**config.mk**
```make
export PLATFORM = sky130hd
export DESIGN_NAME = servo_io_signal_allocation
export DESIGN_NICKNAME = d
export VERILOG_FILES = /design/src/rtl/servo_io_pkg.sv /design/src/rtl/servo_io_signal_allocation.sv
export VERILOG_INCLUDE_DIRS = /design/src /design/src/rtl
export SDC_FILE = /design/constraint.sdc
export NUM_CORES = 1
export LEC_CHECK = 0
export BUFFER_PORTS_ARGS = -buffer_cell sky130_fd_sc_hd__buf_2
export CAP_MARGIN = 40
export CORE_MARGIN = 2
export CORE_UTILIZATION = 35
export CTS_CLUSTER_DIAMETER = 120
export DETAILED_ROUTE_END_ITERATION = 7
export PLACE_DENSITY = 0.54
export SLEW_MARGIN = 20
export SYNTH_ARGS = -nofsm -noshare
export SYNTH_HDL_FRONTEND = slang
export SYNTH_SLANG_ARGS = --single-unit
```
**constraint.sdc**
```tcl
create_clock -name clk -period 8.7 [get_ports clk]
set_clock_uncertainty 0.15 [all_clocks]
set_input_delay 1.74 -clock clk [delete_from_list [all_inputs] [get_ports clk]]
set_output_delay 1.74 -clock clk [all_outputs]
set_load 0.01 [all_outputs]
```
**src/rtl/servo_io_map.svh**
```systemverilog
// constants for the servo i/o signal allocation block
// Functional notes
// - five input pins, each mapped by one field
// - one pin drives every function allocated to it
// - function repeated on pins: highest priority pin only
// - input codes zero to nine decoded as listed
// - three output groups, one map field each
// - output group drives OR of allocated functions
// - output codes zero to eight, A, B decoded
// - internal torque limit always applied
// - external limit applied while cap input asserted
// - network positive and negative limits applied too
// - effective limit clamped to motor maximum torque
// - brake unassigned after reset; active releases brake
`ifndef SERVO_IO_MAP_SVH
`define SERVO_IO_MAP_SVH
`define IN_PINS          5
`define OUT_GROUPS       3
`define FIELD_W          4
`define IN_FNS           10
`define OUT_FNS          12
`define FN_SERVO_ENABLE  4'h0
`define FN_FWD_PROHIBIT  4'h1
`define FN_REV_PROHIBIT  4'h2
`define FN_FWD_CAP       4'h3
`define FN_REV_CAP       4'h4
`define FN_GAIN_SWITCH   4'h5
`define FN_HOMING        4'h6
`define FN_HOST_IN       4'h7
`define FN_PROBE_A       4'h8
`define FN_PROBE_B       4'h9
`define OF_POS_DONE      4'h0
`define OF_SPIN          4'h1
`define OF_READY         4'h2
`define OF_CLAMPED       4'h3
`define OF_BRAKE         4'h4
`define OF_INDEX         4'h5
`define OF_TRAVEL        4'h6
`define OF_EXCITED       4'h7
`define OF_TORQUE_DET    4'h8
`define OF_HOST_0        4'hA
`define OF_HOST_1        4'hB
`define MAP_UNASSIGNED   4'hF
`define IN_MAP_A_RESET   16'hFFFF
`define IN_MAP_B_RESET   4'hF
`define OUT_MAP_RESET    12'hFFF
`define TORQUE_W         9
`endif

```
**src/rtl/servo_io_pkg.sv**
```systemverilog
// types shared by the servo i/o signal allocation block
package servo_io_pkg;
	typedef logic [3:0] fn_code_type;
	typedef logic [8:0] torque_pct_type;
endpackage : servo_io_pkg

```
**src/rtl/servo_io_signal_allocation.sv**
```systemverilog
// servo i/o pin allocation, output mux and torque limit selection
`timescale 1ns/1ps
`include "servo_io_map.svh"
module servo_io_signal_allocation
	import servo_io_pkg::*;
(
	input  wire logic                 clk,
	input  wire logic                 rstn,
	input  wire logic [4:0]           io_connector_in,
	input  wire logic [15:0]          input_map_word_a,
	input  wire logic [3:0]           input_map_word_b,
	input  wire logic [11:0]          output_map_word,
	input  wire logic                 map_load,
	input  wire logic                 position_done_out,
	input  wire logic                 spin_detect_out,
	input  wire logic                 servo_ready,
	input  wire logic                 holding_brake_out,
	input  wire logic                 index_pulse_out,
	input  wire logic                 motor_excited,
	input  wire logic                 torque_detect_out,
	input  wire logic                 host_io_out_0,
	input  wire logic                 host_io_out_1,
	input  wire torque_pct_type       fwd_internal_cap,
	input  wire torque_pct_type       rev_internal_cap,
	input  wire torque_pct_type       fwd_external_cap,
	input  wire torque_pct_type       rev_external_cap,
	input  wire torque_pct_type       pos_torque_cap_obj,
	input  wire torque_pct_type       neg_torque_cap_obj,
	input  wire torque_pct_type       motor_max_torque,
	input  wire torque_pct_type       torque_request,
	input  wire logic                 torque_request_rev,
	output logic                      servo_enable_in,
	output logic                      fwd_prohibit_in,
	output logic                      rev_prohibit_in,
	output logic                      fwd_torque_cap_in,
	output logic                      rev_torque_cap_in,
	output logic                      proportional_ctl_in,
	output logic                      homing_in,
	output logic                      host_io_in,
	output logic                      probe_a_in,
	output logic                      probe_b_in,
	output logic [2:0]                io_connector_out,
	output torque_pct_type            fwd_torque_limit,
	output torque_pct_type            rev_torque_limit,
	output torque_pct_type            torque_out,
	output logic                      torque_clamped_out,
	output logic                      travel_limit_out
);

	// ********************************
	// allocation words
	// ********************************
	// maps are captured on map_load so a half-written word never reaches pins
	logic [15:0] in_map_a_r;
	logic [3:0]  in_map_b_r;
	logic [11:0] out_map_r;
	fn_code_type in_code [`IN_PINS];

	always_ff @(posedge clk)
	begin
		if (!rstn)
		begin
			in_map_a_r <= `IN_MAP_A_RESET;
			in_map_b_r <= `IN_MAP_B_RESET;
			out_map_r  <= `OUT_MAP_RESET;
		end
		else if (map_load)
		begin
			in_map_a_r <= input_map_word_a;
			in_map_b_r <= input_map_word_b;
			out_map_r  <= output_map_word;
		end
	end

	always_comb
	begin
		for (int p = 0; p < 4; p++)
			in_code[p] = in_map_a_r[p*4 +: 4];
		in_code[4] = in_map_b_r;
	end

	// ********************************
	// pin synchronisers
	// ********************************
	logic [4:0] sync1_r;
	logic [4:0] sync2_r;
	logic [4:0] sync3_r;
	logic [4:0] pin_r;

	always_ff @(posedge clk)
	begin
		if (!rstn)
		begin
			sync1_r <= 5'h0_0;
			sync2_r <= 5'h0_0;
			sync3_r <= 5'h0_0;
		end
		else
		begin
			sync1_r <= io_connector_in;
			sync2_r <= sync1_r;
			sync3_r <= sync2_r;
		end
	end

	// a change counts only once stages two and three agree
	always_ff @(posedge clk)
	begin
		if (!rstn)
			pin_r <= 5'h0_0;
		else
			for (int p = 0; p < `IN_PINS; p++)
				if (sync2_r[p] == sync3_r[p])
					pin_r[p] <= sync3_r[p];
	end

	// ********************************
	// input function decode
	// ********************************
	logic [`IN_FNS-1:0] fn_nxt;
	logic [`IN_FNS-1:0] fn_r;

	always_comb
	begin
		fn_nxt = '0;
		for (int f = 0; f < `IN_FNS; f++)
			// ascending scan: later (higher numbered) pin overrides
			for (int p = 0; p < `IN_PINS; p++)
				if (in_code[p] == 4'(f))
					fn_nxt[f] = pin_r[p];
	end

	always_ff @(posedge clk)
	begin
		if (!rstn)
			fn_r <= '0;
		else
			fn_r <= fn_nxt;
	end

	assign servo_enable_in     = fn_r[`FN_SERVO_ENABLE];
	assign fwd_prohibit_in     = fn_r[`FN_FWD_PROHIBIT];
	assign rev_prohibit_in     = fn_r[`FN_REV_PROHIBIT];
	assign fwd_torque_cap_in   = fn_r[`FN_FWD_CAP];
	assign rev_torque_cap_in   = fn_r[`FN_REV_CAP];
	assign proportional_ctl_in = fn_r[`FN_GAIN_SWITCH];
	assign homing_in           = fn_r[`FN_HOMING];
	assign host_io_in          = fn_r[`FN_HOST_IN];
	assign probe_a_in          = fn_r[`FN_PROBE_A];
	assign probe_b_in          = fn_r[`FN_PROBE_B];

	// ********************************
	// torque limit selection
	// ********************************
	function automatic torque_pct_type min2(torque_pct_type a, torque_pct_type b);
		return (a < b) ? a : b;
	endfunction : min2

	torque_pct_type fwd_lim_nxt;
	torque_pct_type rev_lim_nxt;
	torque_pct_type lim_sel;

	always_comb
	begin
		fwd_lim_nxt = fwd_internal_cap;
		rev_lim_nxt = rev_internal_cap;
		if (fn_r[`FN_FWD_CAP])
			fwd_lim_nxt = min2(fwd_lim_nxt, fwd_external_cap);
		if (fn_r[`FN_REV_CAP])
			rev_lim_nxt = min2(rev_lim_nxt, rev_external_cap);
		fwd_lim_nxt = min2(fwd_lim_nxt, pos_torque_cap_obj);
		rev_lim_nxt = min2(rev_lim_nxt, neg_torque_cap_obj);
		fwd_lim_nxt = min2(fwd_lim_nxt, motor_max_torque);
		rev_lim_nxt = min2(rev_lim_nxt, motor_max_torque);
	end

	always_ff @(posedge clk)
	begin
		if (!rstn)
		begin
			fwd_torque_limit <= '0;
			rev_torque_limit <= '0;
		end
		else
		begin
			fwd_torque_limit <= fwd_lim_nxt;
			rev_torque_limit <= rev_lim_nxt;
		end
	end

	// limits lag the inputs by one cycle; the clamp uses the registered pair
	assign lim_sel = torque_request_rev ? rev_torque_limit : fwd_torque_limit;

	always_ff @(posedge clk)
	begin
		if (!rstn)
		begin
			torque_out         <= '0;
			torque_clamped_out <= 1'b0;
		end
		else
		begin
			torque_out         <= min2(torque_request, lim_sel);
			torque_clamped_out <= (torque_request > lim_sel);
		end
	end

	// ********************************
	// output group mux
	// ********************************
	logic [`OUT_FNS-1:0] ofn;
	logic [2:0]          out_nxt;

	always_comb
	begin
		ofn                = '0;
		ofn[`OF_POS_DONE]  = position_done_out;
		ofn[`OF_SPIN]      = spin_detect_out;
		ofn[`OF_READY]     = servo_ready;
		ofn[`OF_CLAMPED]   = torque_clamped_out;
		ofn[`OF_BRAKE]     = holding_brake_out;
		ofn[`OF_INDEX]     = index_pulse_out;
		ofn[`OF_TRAVEL]    = travel_limit_out;
		ofn[`OF_EXCITED]   = motor_excited;
		ofn[`OF_TORQUE_DET] = torque_detect_out;
		ofn[`OF_HOST_0]    = host_io_out_0;
		ofn[`OF_HOST_1]    = host_io_out_1;
		for (int g = 0; g < `OUT_GROUPS; g++)
		begin
			out_nxt[g] = 1'b0;
			for (int f = 0; f < `OUT_FNS; f++)
				if (out_map_r[g*4 +: 4] == 4'(f))
					out_nxt[g] = out_nxt[g] | ofn[f];
		end
	end

	always_ff @(posedge clk)
	begin
		if (!rstn)
		begin
			io_connector_out <= 3'h0;
			travel_limit_out <= 1'b0;
		end
		else
		begin
			io_connector_out <= out_nxt;
			travel_limit_out <= fn_r[`FN_FWD_PROHIBIT] | fn_r[`FN_REV_PROHIBIT];
		end
	end
endmodule : servo_io_signal_allocation

```
==> results.cfg, run 1 <==
[final_layout]
postLayoutCellArea_um2 = 7737
drive_above_1_share = 0.2285
layout_commonest_cell = buf_2
nets = 1115
num_antenna_cells = 0
nFillCells = 1895
multiInputGateArea_um2 = 4153
area_delta_synth_final_pct = 20.69
seq_area_um2 = 1882
final_util = 0.4307
final_cell_mix = 164 x buf_2, 94 x dfxtp_1, 75 x nand2_1
fin_cells = 1170

[power]
p_sw_uw = 391.7
combPwrFrac = 0.269
power_mw = 1.235
cellLeakagePower_nw = 3.677
max-vdd-ir-drop_uv = 152.4
p_sw_frac = 0.3171
power_density_nw_per_um2 = 159.7
p_int_uw = 843.6
clockPowerShare = 0.327
p_seq_frac = 0.405

[cts]
cts_setup_buffers = 0
cts_htree_levels = 3
path_clk_slew_ps = 60
clock_latency_ps = 350
cts_tree = built
clk_path_buf_depth = 2
clock-sinks = 94
cts_root_buf = clkbuf_16
cts_inserted_buffers = 9
cts_resized = 0
cts_hold_buf = 0

[global_routing]
grt_pass1_vias = 5850
grt_first_pass_wirelength_um = 29480
overflow = 0
grt_max_degree = 63
antenna_found_initial = 0
grtUsageTotal = 0.1858

[yosys]
synth_cell_types = 66
ys_top_cells_by_area = dfxtp_1 29%, ha_1 11%, mux2i_1 8.0%, nand2_1 4.4%, nor2_1 4.2%
synth.avg_cell_area_um2 = 8.115
synthArstFlopShare = 0
syn_nets = 969
ys_seq_elements = 94
yosysSeqAreaShare = 0.2935
synth_top_area_share = 0.2935
syn_inst = 790
synth_warnings = 0
synth_top_area_cell = dfxtp_1
synthesis.area_um2 = 6411
synth_edf_count = 0
synthFlopType = dfxtp_1

[worst_setup_path]
r2r_slack_ps = 3030
critPathMaxFanout = 9
r2r-start = fn_r[4]
crit_type = in2reg
reg2regPathDepth = 19
crit_end = fwd_torque_limit[1]
worstPathArrival_ps = 7560
crit_path_start_kind = primary input
r2r_end = rev_torque_limit[3]
cp-end-kind = register
cp-startpoint = fwd_internal_cap[1]
critPathRequiredTime_ps = 8800

[timing]
drv_slew = 0
max_slew_margin = 0.4670
tightest_slew_ps = 799.5
setup_viol = 0
finalHoldViolCount = 0
fin_crit_sh = 0.8570
period_needed_ps = 7456
rsz0062_at_grt = false
fmax_ghz = 0.1341
final.setup.tns_ps = 0

[drt]
dr_total_vias = 6144
drtIter0Drc = 393
wl_um = 18290
detail_route.wl_per_cell_um = 15.63
postRouteAntennaNets = 0
vias_per_cell = 5.251
firstDrtPassIters = 4
drc = 0

[floorplanning]
fp.dieW_um = 139.3
rows = 49
initial_core_util = 0.3569
fp.dieH_um = 139.3
dieArea_um2 = 19420
core_um2 = 17960
ioPinCount = 164

[place]
io_buffers = 163
hpwl_um = 14630
placed_cells = 1154
placed_cell_area_um2 = 7436
gp_congestion = 0.8490

[outcome]
status = complete, no violations

[hold_path]
hp-class = reg2reg
min_path_cells = 1

[job]
cap_violations = 0
-- worst max-delay path, cell delays in order --
cell	delay, ps
buf_2	120
ha_1	280
a2111o_1	410
a21o_1	210
a211o_2	370
and3_2	240
a21o_1	150
ha_1	300
a21o_1	170
a2111oi_0	410
nand2_1	120
o21ai_0	280
o31ai_4	250
a211oi_1	360
nor2_1	90
ha_1	300
a41o_1	230
a21o_1	170
a2111oi_0	390
o21bai_1	230
a311o_1	480
o32ai_1	260
-- synth_stat cells (all sizes together) (6+ instances only) --
| cell type | count |
|---|---|
| a211oi | 26 |
| nor3 | 21 |
| a41oi | 8 |
| and3 | 11 |
| o21ai | 47 |
| clkbuf | 25 |
| dfxtp | 94 |
| nor2 | 71 |
| ha | 57 |
| nor2b | 6 |
| buf | 9 |
| a21o | 15 |
| o32ai | 9 |
| mux2i | 51 |
| nand2 | 76 |
| inv | 62 |
| nand4 | 7 |
| o22ai | 9 |
| nand2b | 16 |
| a21oi | 27 |
| o21a | 8 |
| o211ai | 20 |
| nand3 | 15 |
| and2 | 16 |
| mux2 | 10 |
-- layer usage --
| metal | global-route usage | wire (um) | vias up |
|---|---|---|---|
| met2 | 0.2972 | 8208 | 170 |
| li1 | - | - | 3180 |
| met4 | 0.04466 | 262 | 0 |
| met5 | 0 | 0 | - |
| met1 | 0.2570 | 8733 | 2776 |
| met3 | 0.03820 | 1087 | 18 |
-- worst min-delay path by stage --
stage               startpoint         end
floorplan           sync1_r[0]  sync2_r[0]
global placement    sync1_r[0]  sync2_r[0]
detailed placement  sync1_r[2]  sync2_r[2]
CTS                 sync1_r[0]  sync2_r[0]
global route        sync1_r[2]  sync2_r[2]
finish              sync1_r[0]  sync2_r[0]
-- state kept, by name, summed over array words and instances (netlist names), 4 cells and up --
register,cells
torque_out,9
fwd_torque_limit,9
in_map_b_r,4
in_map_a_r,16
sync1_r,5
fn_r,10
rev_torque_limit,9
sync3_r,5
sync2_r,5
pin_r,5
out_map_r,12
-- power by group through the flow --
stage,sequential (mW),combinational [mW],clock [mW]
2_1_floorplan,0.511,0.202,0
3_3_place_gp,0.510,0.331,0
3_5_place_dp,0.509,0.332,0
4_1_cts,0.500,0.334,0.415
5_1_grt,0.505,0.375,0.428
6_report,0.500,0.332,0.404
-- kinds of logic (layout without fill, tap and decap cells) --
group                      Yosys count  after routing  share of synthesized area
muxes                               61             61                    0.09719
buffers and inverters               97            248                    0.05874
AOI/OAI and AO/OA                  212            212                     0.2336
and+or+nand+nor                    269            269                     0.2057
DFF                                 94             94                     0.2935
adders and majority gates           57             57                     0.1112
-- final cells by class --
| type | count | area share |
|---|---|---|
| multi-input cells | 599 | 0.5367 |
| well taps | 229 | 0.03703 |
| clock buffers | 11 | 0.03137 |
| repair buffers | 169 | 0.1135 |
| inverters | 63 | 0.03056 |
| clock inverters | 5 | 0.007600 |
| flip-flops and latches | 94 | 0.2432 |
-- metrics by stage --
step / setup slack (ps) / hold WS (ps)
final: 1244 / 278.8
after global routing: 417.1 / 297.0
after CTS: 1271 / 280.3
after detailed placement: 932.4 / 268.7
after global placement: 895.0 / 264.8
after floorplan: 1398 / 261.9
Note: power is estimated with default switching activity, not from simulation.
==> run 2, diff against run 1 <==
BUFFER_PORTS_ARGS = -buffer_cell sky130_fd_sc_hd__buf_4   (was -buffer_cell sky130_fd_sc_hd__buf_2)
TNS_END_PERCENT = 5   (was unset)
==> run 2 against run 1 <==
- total power up 1.8%
- maximum frequency fell by 0.61%
- worst setup slack got worse by 46 ps
- critical endpoint is now fwd_torque_limit[7]
- critical path depth is the same
- sequential share of layout area shrank 1.1 points
- global-route usage up 0.73 points
- flip-flop and latch count unchanged
- first-iteration DRC count fell by 23%
==> results.cfg, run 2 (same netlist as run 1, synthesis figures left out) <==
[cts]
cts_setup_buffers = 0
cts_hold_buf = 0
cts_resized = 0
cts_inserted_buffers = 9
clock-sinks = 94
cts_tree = built
clk_path_buf_depth = 2
clock_latency_ps = 340
path_clk_slew_ps = 60
cts_htree_levels = 3
cts_root_buf = clkbuf_16

[power]
p_seq_frac = 0.398
power_mw = 1.257
cellLeakagePower_nw = 3.779
combPwrFrac = 0.287
p_sw_uw = 393.6
max-vdd-ir-drop_uv = 108.5
clockPowerShare = 0.315
power_density_nw_per_um2 = 155.1
p_sw_frac = 0.3131
p_int_uw = 863.5

[place]
hpwl_um = 15070
gp_congestion = 0.8505
dpl_worst_slack_ps = 902.0
io_buffers = 163

[floorplanning]
ioPinCount = 164
fp.dieW_um = 139.3
fp.dieH_um = 139.3
initial_core_util = 0.3569
dieArea_um2 = 19420
rows = 49
core_um2 = 17960

[drt]
detail_route.wl_per_cell_um = 16.15
drc = 0
firstDrtPassIters = 5
vias_per_cell = 5.298
drtIter0Drc = 304
wl_um = 18890
postRouteAntennaNets = 0
dr_total_vias = 6193

[final_layout]
final_cell_mix = 167 x buf_4, 94 x dfxtp_1, 75 x nand2_1
area_delta_synth_final_pct = 26.44
largest_register_ffs = 16
num_antenna_cells = 0
drive_above_1_share = 0.2277
final_util = 0.4513
nets = 1114
top_regs = in_map_a_r x16, out_map_r x12, fn_r x10
regMostFlops = in_map_a_r
layout_commonest_cell = buf_4

[worst_setup_path]
worst-path-buf-inv = 1
critPathRequiredTime_ps = 8790
critPathMaxFanout = 9
crit_top_cell = a21o_1
slowest_delay_ps = 490
crit_type = in2reg
slowest_stage = a311o_1
crit_path_start_kind = primary input
cp-end-kind = register
cpLargestDelayFamily = compound AO/OA/AOI/OAI gates
crit_path_cell_trace = buf_4, ha_1, a2111o_1, a21o_1, a211o_2, and3_2, a21o_1, ha_1, a21o_1, a2111oi_0, nand2_1, o21ai_0, o31ai_4, a211oi_1, nor2_1, ha_1, a41o_1, a21o_1, a2111oi_0, o21bai_1, a311o_1, o32ai_1
worstPathArrival_ps = 7590

[global_routing]
overflow = 0
grt_max_degree = 63
grt_first_pass_wirelength_um = 30620
grt_pass1_vias = 6015
antenna_found_initial = 0
grtUsageTotal = 0.1930

[timing]
fin_crit_sh = 0.8623
final.setup.tns_ps = 0
setup_viol = 0
drv_slew = 0
rsz0062_at_grt = false
fmax_ghz = 0.1333
finalHoldViolCount = 0
layout_setup_ws_ps = 1198
period_needed_ps = 7502
tightest_slew_ps = 788.1
max_slew_margin = 0.4596

[job]
cap_violations = 0

[outcome]
status = complete, no violations

[hold_path]
hp-class = reg2reg
-- run 2: worst reg2reg max path, delay by kind of cell (launching register included) --
family | cells | cell delay (ps)
flip-flops | 1 | 570
AND/OR/NAND/NOR | 3 | 490
AO/OA/AOI/OAI | 12 | 3490
adder cells (fa/ha/maj) | 2 | 600
-- run 2: final timing paths --
check	from	end	slack, ps	cells past startpoint
worst min-delay path	sync1_r[0]	sync2_r[0]	280	1
worst min register to register	sync1_r[0]	sync2_r[0]	280	1
worst max register to register	fn_r[3]	fwd_torque_limit[7]	3290	17
worst max-delay path	fwd_internal_cap[1]	fwd_torque_limit[7]	1200	22
-- run 2: layer usage --
metal | wire length, um | GRT usage
met3 | 939 | 0.03992
met4 | 184 | 0.04040
met1 | 9190 | 0.2660
met2 | 8571 | 0.3130
met5 | 0 | 0
-- run 2: final cells by class --
type	count	area [um2]
timing repair buffer	168	1259
sequential	94	1882
clock buffer	10	229.0
fill	1814	9857
multi-input combinational	599	4153
inverter	63	236.5
tap	229	286.5
clock inverter	6	61.31
-- run 2: power by group through the flow --
| stage | combinational (mW) | sequential, mW | clock (mW) |
|---|---|---|---|
| detailed placement | 0.362 | 0.510 | 0 |
| finish | 0.361 | 0.501 | 0.395 |
| global placement | 0.361 | 0.511 | 0 |
| CTS | 0.363 | 0.501 | 0.409 |
| floorplan | 0.202 | 0.511 | 0 |
| global route | 0.405 | 0.505 | 0.427 |
-- run 2: per-stage QoR --
stage / std cells / hold slack, ps / area [um2]
finish: 1169 / 279.6 / 8107
global route: 1169 / 301.6 / 8107
CTS: 1169 / 284.7 / 8107
detailed placement: 1153 / 268.7 / 7816
global placement: 1152 / 265.9 / 7811
floorplan: 790 / 261.9 / 6411
